File: config.mk
export PLATFORM = sky130hd
export DESIGN_NAME = flyback_fault_supervisor
export DESIGN_NICKNAME = d
export VERILOG_FILES = /design/src/fault_pkg.sv /design/src/cycle_qualifier.sv /design/src/flyback_fault_supervisor.sv
export VERILOG_INCLUDE_DIRS = /design/src /design/src/src
export SDC_FILE = /design/constraint.sdc
export NUM_CORES = 1
export LEC_CHECK = 0
export ABC_AREA = 1
export BUFFER_PORTS_ARGS = -buffer_cell sky130_fd_sc_hd__buf_2
export CAP_MARGIN = 20
export CORE_ASPECT_RATIO = 0.8
export CORE_UTILIZATION = 60
export CTS_CLUSTER_SIZE = 28
export DETAILED_ROUTE_END_ITERATION = 16
export PLACE_DENSITY = 0.82
export SLEW_MARGIN = 20
export SYNTH_ARGS = -nofsm -noshare
export SYNTH_HDL_FRONTEND = slang
export SYNTH_SLANG_ARGS = --single-unit
File: constraint.sdc
create_clock -name core_clk -period 6.1 [get_ports core_clk]
set_clock_uncertainty 0.1 [all_clocks]
set_input_delay 1.22 -clock core_clk [delete_from_list [all_inputs] [get_ports core_clk]]
set_output_delay 1.22 -clock core_clk [all_outputs]
set_load 0.01 [all_outputs]
File: src/flyback_cfg.svh
// constants for the flyback fault supervisor
`ifndef FLYBACK_CFG_SVH
`define FLYBACK_CFG_SVH
`define CLK_FREQ_KHZ      40000
`define OPP_TIME_MS       85
`define BROWNOUT_TIME_MS  45
`define OVLO_CYCLES       3
`define DIE_HOT_CYCLES    32
`define SHORT_CYCLES      8
`define EXT_OVP_CYCLES    3
`define EXT_OT_CYCLES     32
`define NUM_QUAL          5
`define Q_OVLO            0
`define Q_DIE             1
`define Q_SHORT           2
`define Q_EXT_OVP         3
`define Q_EXT_OT          4
`endif

File: src/fault_pkg.sv
// types shared by the fault supervisor files
package fault_pkg;
	typedef enum logic [2:0] {
		ST_OFF   = 3'h1,
		ST_RUN   = 3'h2,
		ST_FAULT = 3'h4
	} state_t;
endpackage

File: src/cycle_qualifier.sv
// consecutive switching cycle qualifier
module cycle_qualifier #(
	parameter int LIMIT = 3
) (
	input  wire logic core_clk, // clock
	input  wire logic rst,      // sync reset, high
	input  wire logic sample,   // one pulse per switching cycle
	input  wire logic cond,     // condition seen this cycle
	output logic      hit       // qualified level
);
	localparam int CW = $clog2(LIMIT + 1);
	logic [CW-1:0] count;

	initial begin
		if (LIMIT < 1) $error("cycle_qualifier: LIMIT must be at least 1");
	end

	always_ff @(posedge core_clk) begin
		if (rst) begin
			count <= '0;
		end else if (sample) begin
			if (!cond) begin
				count <= '0;
			end else if (count != CW'(LIMIT)) begin
				count <= count + 1'b1;
			end
		end
	end

	always_ff @(posedge core_clk) begin
		if (rst) begin
			hit <= 1'b0;
		end else if (sample) begin
			hit <= cond && (count == CW'(LIMIT - 1) || count == CW'(LIMIT));
		end
	end
endmodule

File: src/flyback_fault_supervisor.sv
// fault supervision for a current-mode flyback controller
`include "flyback_cfg.svh"
module flyback_fault_supervisor #(
	parameter int OPP_CYCLES      = `OPP_TIME_MS * `CLK_FREQ_KHZ,
	parameter int BROWNOUT_CYCLES = `BROWNOUT_TIME_MS * `CLK_FREQ_KHZ
) (
	input  wire logic       core_clk,              // 40 MHz clock
	input  wire logic       rst,                   // sync reset, high
	input  wire logic       cycleStart,            // switching cycle start pulse
	input  wire logic       pwmFall,               // internal PWM falling edge pulse
	input  wire logic       supplyAboveOn,         // supply above turn-on level
	input  wire logic       supplyBelowOff,        // supply at turn-off level
	input  wire logic       supplyAbovePor,        // supply above power-on reset
	input  wire logic       supplyAboveOvlo,       // supply above lockout level
	input  wire logic       dieHot,                // die above hot limit
	input  wire logic       dieCool,               // die below clear limit
	input  wire logic       feedbackAboveRamp,     // feedback above overpower ramp
	input  wire logic       feedbackBelowOpp,      // feedback below overpower level
	input  wire logic       senseAboveLimitBlank,  // sense above limit in blanking
	input  wire logic       faultPinBelowDis,      // fault pin below disable
	input  wire logic       faultPinBelowBrownout, // fault pin below brown-out
	input  wire logic       faultPinAboveOvp,      // fault pin above overvoltage
	input  wire logic       faultPinBelowTsd,      // fault pin below overtemp
	input  wire logic       latchedVariant,        // 1 latched, 0 auto-restart
	input  wire logic       brownoutVariant,       // 1 brown-out, 0 ovp/otp pin
	output logic            gateEnable,            // gate drive allowed
	output logic            faultSink,             // fault current sink on
	output logic            offsetCurrentOn,       // fault pin offset current on
	output logic            latchHold,             // latched fault pending
	output fault_pkg::state_t supplyState          // supervisor state
);
	import fault_pkg::*;

	localparam int OPP_W = $clog2(OPP_CYCLES + 1);
	localparam int BRO_W = $clog2(BROWNOUT_CYCLES + 1);

	initial begin
		if (OPP_CYCLES < 1) $error("OPP_CYCLES must be at least 1");
		if (BROWNOUT_CYCLES < 1) $error("BROWNOUT_CYCLES must be at least 1");
	end

	function automatic int qualLimit(input int idx);
		case (idx)
			`Q_OVLO:    qualLimit = `OVLO_CYCLES;
			`Q_DIE:     qualLimit = `DIE_HOT_CYCLES;
			`Q_SHORT:   qualLimit = `SHORT_CYCLES;
			`Q_EXT_OVP: qualLimit = `EXT_OVP_CYCLES;
			default:    qualLimit = `EXT_OT_CYCLES;
		endcase
	endfunction

	state_t                 next_state;
	logic [`NUM_QUAL-1:0]   qualCond;
	logic [`NUM_QUAL-1:0]   qualHit;
	logic                   qualRst;
	logic [OPP_W-1:0]       oppTimer;
	logic                   oppOver;
	logic                   oppTrip;
	logic [BRO_W-1:0]       brownCount;
	logic                   brownoutFault;
	logic                   brownCond;
	logic                   dieFault;
	logic                   hardFault;
	logic                   next_gate;

	// qualifiers and overpower logic are cleared whenever the supply has dropped out
	assign qualRst = rst || supplyState == ST_OFF;

	// pin meanings depend on the variant; disable masks the overtemp one, not overvoltage
	always_comb begin
		qualCond = '0;
		qualCond[`Q_OVLO]    = supplyAboveOvlo;
		qualCond[`Q_DIE]     = dieHot;
		qualCond[`Q_SHORT]   = senseAboveLimitBlank;
		qualCond[`Q_EXT_OVP] = !brownoutVariant && faultPinAboveOvp;
		qualCond[`Q_EXT_OT]  = !brownoutVariant && faultPinBelowTsd
			&& !faultPinBelowDis;
	end

	genvar g;
	generate
		for (g = 0; g < `NUM_QUAL; g++) begin : gen_qual
			cycle_qualifier #(
				.LIMIT (qualLimit(g))
			) u_qual (
				.core_clk (core_clk),
				.rst      (qualRst),
				.sample   (cycleStart),
				.cond     (qualCond[g]),
				.hit      (qualHit[g])
			);
		end
	endgenerate

	// overpower: over flag refreshed at each PWM fall, timer runs on core clock
	always_ff @(posedge core_clk) begin
		if (qualRst) begin
			oppOver <= 1'b0;
		end else if (pwmFall) begin
			oppOver <= feedbackAboveRamp;
		end
	end

	always_ff @(posedge core_clk) begin
		if (qualRst) begin
			oppTimer <= '0;
		end else if (oppOver && oppTimer != OPP_W'(OPP_CYCLES)) begin
			oppTimer <= oppTimer + 1'b1;
		end else if (!oppOver && feedbackBelowOpp && oppTimer != '0) begin
			// net excess only: short overloads wear off between bursts
			oppTimer <= oppTimer - 1'b1;
		end
	end

	assign oppTrip = oppTimer == OPP_W'(OPP_CYCLES);

	assign hardFault = qualHit[`Q_OVLO] || qualHit[`Q_SHORT] || qualHit[`Q_EXT_OVP]
		|| qualHit[`Q_EXT_OT] || oppTrip;

	// brown-out: time qualified, released the moment the pin recovers
	assign brownCond = brownoutVariant && faultPinBelowBrownout && !faultPinBelowDis;

	always_ff @(posedge core_clk) begin
		if (rst || !brownCond) begin
			brownCount <= '0;
		end else if (brownCount != BRO_W'(BROWNOUT_CYCLES)) begin
			brownCount <= brownCount + 1'b1;
		end
	end

	always_ff @(posedge core_clk) begin
		if (rst || !brownCond) begin
			brownoutFault <= 1'b0;
		end else if (brownCount == BRO_W'(BROWNOUT_CYCLES - 1)) begin
			brownoutFault <= 1'b1;
		end
	end

	// offset current only once the pin has risen past brown-in
	always_ff @(posedge core_clk) begin
		if (rst || !brownoutVariant || supplyState == ST_OFF) begin
			offsetCurrentOn <= 1'b0;
		end else if (!faultPinBelowBrownout) begin
			offsetCurrentOn <= 1'b1;
		end
	end

	// die overtemperature holds until cooled; the set wins over the clear
	always_ff @(posedge core_clk) begin
		if (rst) begin
			dieFault <= 1'b0;
		end else if (qualHit[`Q_DIE]) begin
			dieFault <= 1'b1;
		end else if (dieCool) begin
			dieFault <= 1'b0;
		end
	end

	// latched variant: only a supply drop below power-on reset frees it
	always_ff @(posedge core_clk) begin
		if (rst) begin
			latchHold <= 1'b0;
		end else if (latchedVariant && supplyState == ST_RUN
			&& (hardFault || qualHit[`Q_DIE])) begin
			latchHold <= 1'b1;
		end else if (!supplyAbovePor) begin
			latchHold <= 1'b0;
		end
	end

	always_comb begin
		next_state = supplyState;
		case (supplyState)
			ST_OFF: begin
				// each startup retries; a held latch or hot die keeps it off
				if (supplyAboveOn && !latchHold && !dieFault) begin
					next_state = ST_RUN;
				end
			end
			ST_RUN: begin
				if (supplyBelowOff) begin
					next_state = ST_OFF;
				end else if (hardFault) begin
					next_state = ST_FAULT;
				end
			end
			ST_FAULT: begin
				if (supplyBelowOff) begin
					next_state = ST_OFF;
				end
			end
			default: next_state = ST_OFF;
		endcase
	end

	always_ff @(posedge core_clk) begin
		if (rst) begin
			supplyState <= ST_OFF;
		end else begin
			supplyState <= next_state;
		end
	end

	// disable and brown-out stop the gate without leaving the run state
	assign next_gate = next_state == ST_RUN && !hardFault && !dieFault && !latchHold
		&& !brownoutFault && !faultPinBelowDis;

	always_ff @(posedge core_clk) begin
		if (rst) begin
			gateEnable <= 1'b0;
		end else begin
			gateEnable <= next_gate;
		end
	end

	// sinking pulls the supply down to turn-off, restarting the cycle
	always_ff @(posedge core_clk) begin
		if (rst) begin
			faultSink <= 1'b0;
		end else begin
			faultSink <= next_state == ST_FAULT;
		end
	end
endmodule

==> metrics.csv <==
metric,value,unit
clock-sinks,78,
htreeDepth,3,
synth_cell_type_count,45,
hold_class,flop to flop,
crit_path_end_kind,flop,
r2r_setup_slack,3.06,ns
p_leak,2.58,nW
synth_seq_area_share,31.3,%
syn2layout_area_growth,8.68,%
ys_warn_count,0,
die_w,104,microns
seqPwrFrac,29.1,%
synth.largest_area_cell,dfxtp_1,
setup_viol_count_final,0,
antenna_found_initial,0,
grt_pass1_wl,20200,microns
first_global_vias,4447,
rsz0062_at_grt,false,
cts_buffers,9,
ant_nets,0,
drc,0,
postCtsHoldBufs,0,
drt_pass1_iterations,5,
synth_edf_count,0,
wl_per_cell,13.3,microns
period_share,49.8,%
synth.area.top_cells,"dfxtp_1 31%, nand2_1 13%, inv_1 8.4%",
grt_use_total,28.6,%
synth_top_cell_area_share,31.3,%
synth.avg_cell_area,6.54,sq um
p_int,1.10,mW
clk_path_buf_depth,2,
mostFrequentLayoutCells,"179 x nand2_1, 111 x inv_1, 103 x nor2_1",
worstPathRequired,6.26,ns
dp.cells,886,
design_power_total,2.00,mW
combPwrFrac,49.1,%
reg2regPathDepth,16,
vias,4998,
instances_no_fill,902,
worst-path-buf-inv,1,
cts.root.buffer_cell,clkbuf_8,
synthArstFlopShare,0,%
cts-resized-gates,0,
critPathSlowestCell,nand2_2,
synth_fa_ha_area_share,8.43,%
cpPeakStageDelay,0.43,ns
io_buffer_count,25,
finalNetCount,841,
cts_tree,done,
worst_pin_slew,0.702,ns
max-vdd-ir-drop,216,uV
hpwl,9060,microns
fin_tns_setup,0,ns
synth_area,4980,sq um
post_cts_buffers,0,
io_pins,26,
fillerInstances,694,
crit_chain,"nor2_1, nand2_1, nor2_1, nand3_1, nand2_2, ha_1, a21oi_1, nor2_1, nor2_1, o21ai_0, nand2_1, nand3_1, nand2_1, nand3_1, nand2_1, inv_1",
maxCapViolations,0,
fmax,329,MHz
power.density,370,nW/um^2
clockPowerShare,21.8,%
diodes,0,
synth_compound_area_share,13.3,%
overflow,0,
path_clk_slew,0.09,ns
start_util,62.4,%
worstPathArrival,3.20,ns
whs,0.364,ns
die_h,83.5,microns
start_kind,flop,
multi_input_area,2950,sq um
path_max_fanout,23,
vias_per_cell,5.54,
slew_headroom,53.0,%
drtIter0Drc,453,
crit_family,simple AND/OR/NAND/NOR gates,
core_area,7980,sq um
synth-simple-area-share,34.4,%
layout-drive-gt1-share,7.93,%
holdPathStages,2,
synth_xor_area_share,2.81,%
status,completed,
totalWireLength,12000,microns
layout_commonest_cell,nand2_1,
synthCells,762,
final_util,67.9,%
gp_congestion,1.00,
synth_top_family_by_area,simple AND/OR/NAND/NOR gates,
synth_fp_nets,814,
seqCellArea,1560,sq um
period_needed,3.04,ns
critPathKind,flop to flop,
synthFlopType,dfxtp_1,
synth-seq-cells,78,
switchingPower,0.899,mW
muxShareOfSynthArea,0.201,%
finalHoldViolCount,0,
final_max_slew_viol_count,0,
core.rowCount,29,
insertion_delay,0.36,ns
grt_max_degree,42,
dieArea,8680,sq um
cp.depth,16,
switching_share,44.9,%
## synthesized netlist by cell type (2+ instances only)
library cell / n
nand2_1: 179
inv_1: 111
nor2_1: 103
dfxtp_1: 78
a21oi_1: 60
o21ai_0: 46
nand3_1: 43
ha_1: 32
nand4_1: 18
nor3_1: 15
xnor2_1: 9
xor2_1: 7
a31oi_1: 5
nand2_2: 5
buf_2: 4
nor2_4: 4
nor4_1: 4
o21bai_1: 3
a21o_1: 2
clkbuf_1: 2
inv_2: 2
nand3b_1: 2
nor2_2: 2
nor3_2: 2
nor3_4: 2
o21a_1: 2
or2_0: 2
## final cells by class
| class | count | share of cell area, % |
|---|---|---|
| Inverter | 114 | 7.90 |
| Multi-Input combinational cell | 561 | 54.4 |
| Timing Repair Buffer | 25 | 2.31 |
| Tap cell | 108 | 2.49 |
| Sequential cell | 78 | 28.8 |
| Clock buffer | 9 | 2.29 |
| Clock inverter | 7 | 1.78 |
## final timing paths
check                                 to                        start
max            oppTimer[18]$_SDFFE_PP0P_     oppTimer[0]$_SDFFE_PP0P_
min          brownCount[17]$_SDFFE_PP0P_  brownCount[17]$_SDFFE_PP0P_
max reg2reg    oppTimer[18]$_SDFFE_PP0P_     oppTimer[0]$_SDFFE_PP0P_
min reg2reg  brownCount[17]$_SDFFE_PP0P_  brownCount[17]$_SDFFE_PP0P_
## registers in the layout (all words and copies together) (netlist names)
signal                 cells
oppTimer                  22
brownCount                21
gen_qual.u_qual.count     20
gen_qual.u_qual.hit        5
supplyState                3
brownoutFault              1
dieFault                   1
faultSink                  1
gateEnable                 1
latchHold                  1
offsetCurrentOn            1
oppOver                    1
## logic make-up (layout without fill, tap and decap cells)
| logic type | Yosys count | count (layout) |
|---|---|---|
| compound gates | 124 | 124 |
| mux | 1 | 1 |
| simple gates | 387 | 387 |
| flops | 78 | 78 |
| xor+xnor | 16 | 16 |
| fa+ha+maj | 33 | 33 |
| buf+inv | 123 | 155 |
## worst reg2reg max path, cell delays in order, from the launching register on
cell     delay [ns]
dfxtp_1        0.39
nor2_1         0.13
nand2_1        0.08
nor2_1         0.14
nand3_1        0.14
nand2_2        0.43
ha_1           0.39
a21oi_1        0.23
nor2_1         0.06
nor2_1         0.27
o21ai_0        0.19
nand2_1        0.11
nand3_1        0.06
nand2_1        0.06
nand3_1        0.06
nand2_1        0.09
inv_1          0.04
## layer usage
layer,GRT usage [%],part of all wire [%]
met5,0,0
met3,7.34,8.5
met2,44.6,44
met1,39.4,46
met4,7.27,0.69
## stage by stage
step / area (sq um) / setup slack, ns
CTS: 5420 / 3.10
detailed placement: 5200 / 3.04
global placement: 5200 / 3.11
floorplan: 4980 / 3.58
finish: 5420 / 3.06
global route: 5420 / 2.79
## power groups by stage
stage / clock [mW] / sequential [mW] / combinational, mW
global route: 0.467 / 0.587 / 1.09
floorplan: 0 / 0.584 / 0.743
finish: 0.438 / 0.582 / 0.983
global placement: 0 / 0.590 / 0.932
CTS: 0.445 / 0.581 / 0.951
detailed placement: 0 / 0.592 / 0.944
(Power assumes the default switching activity.)
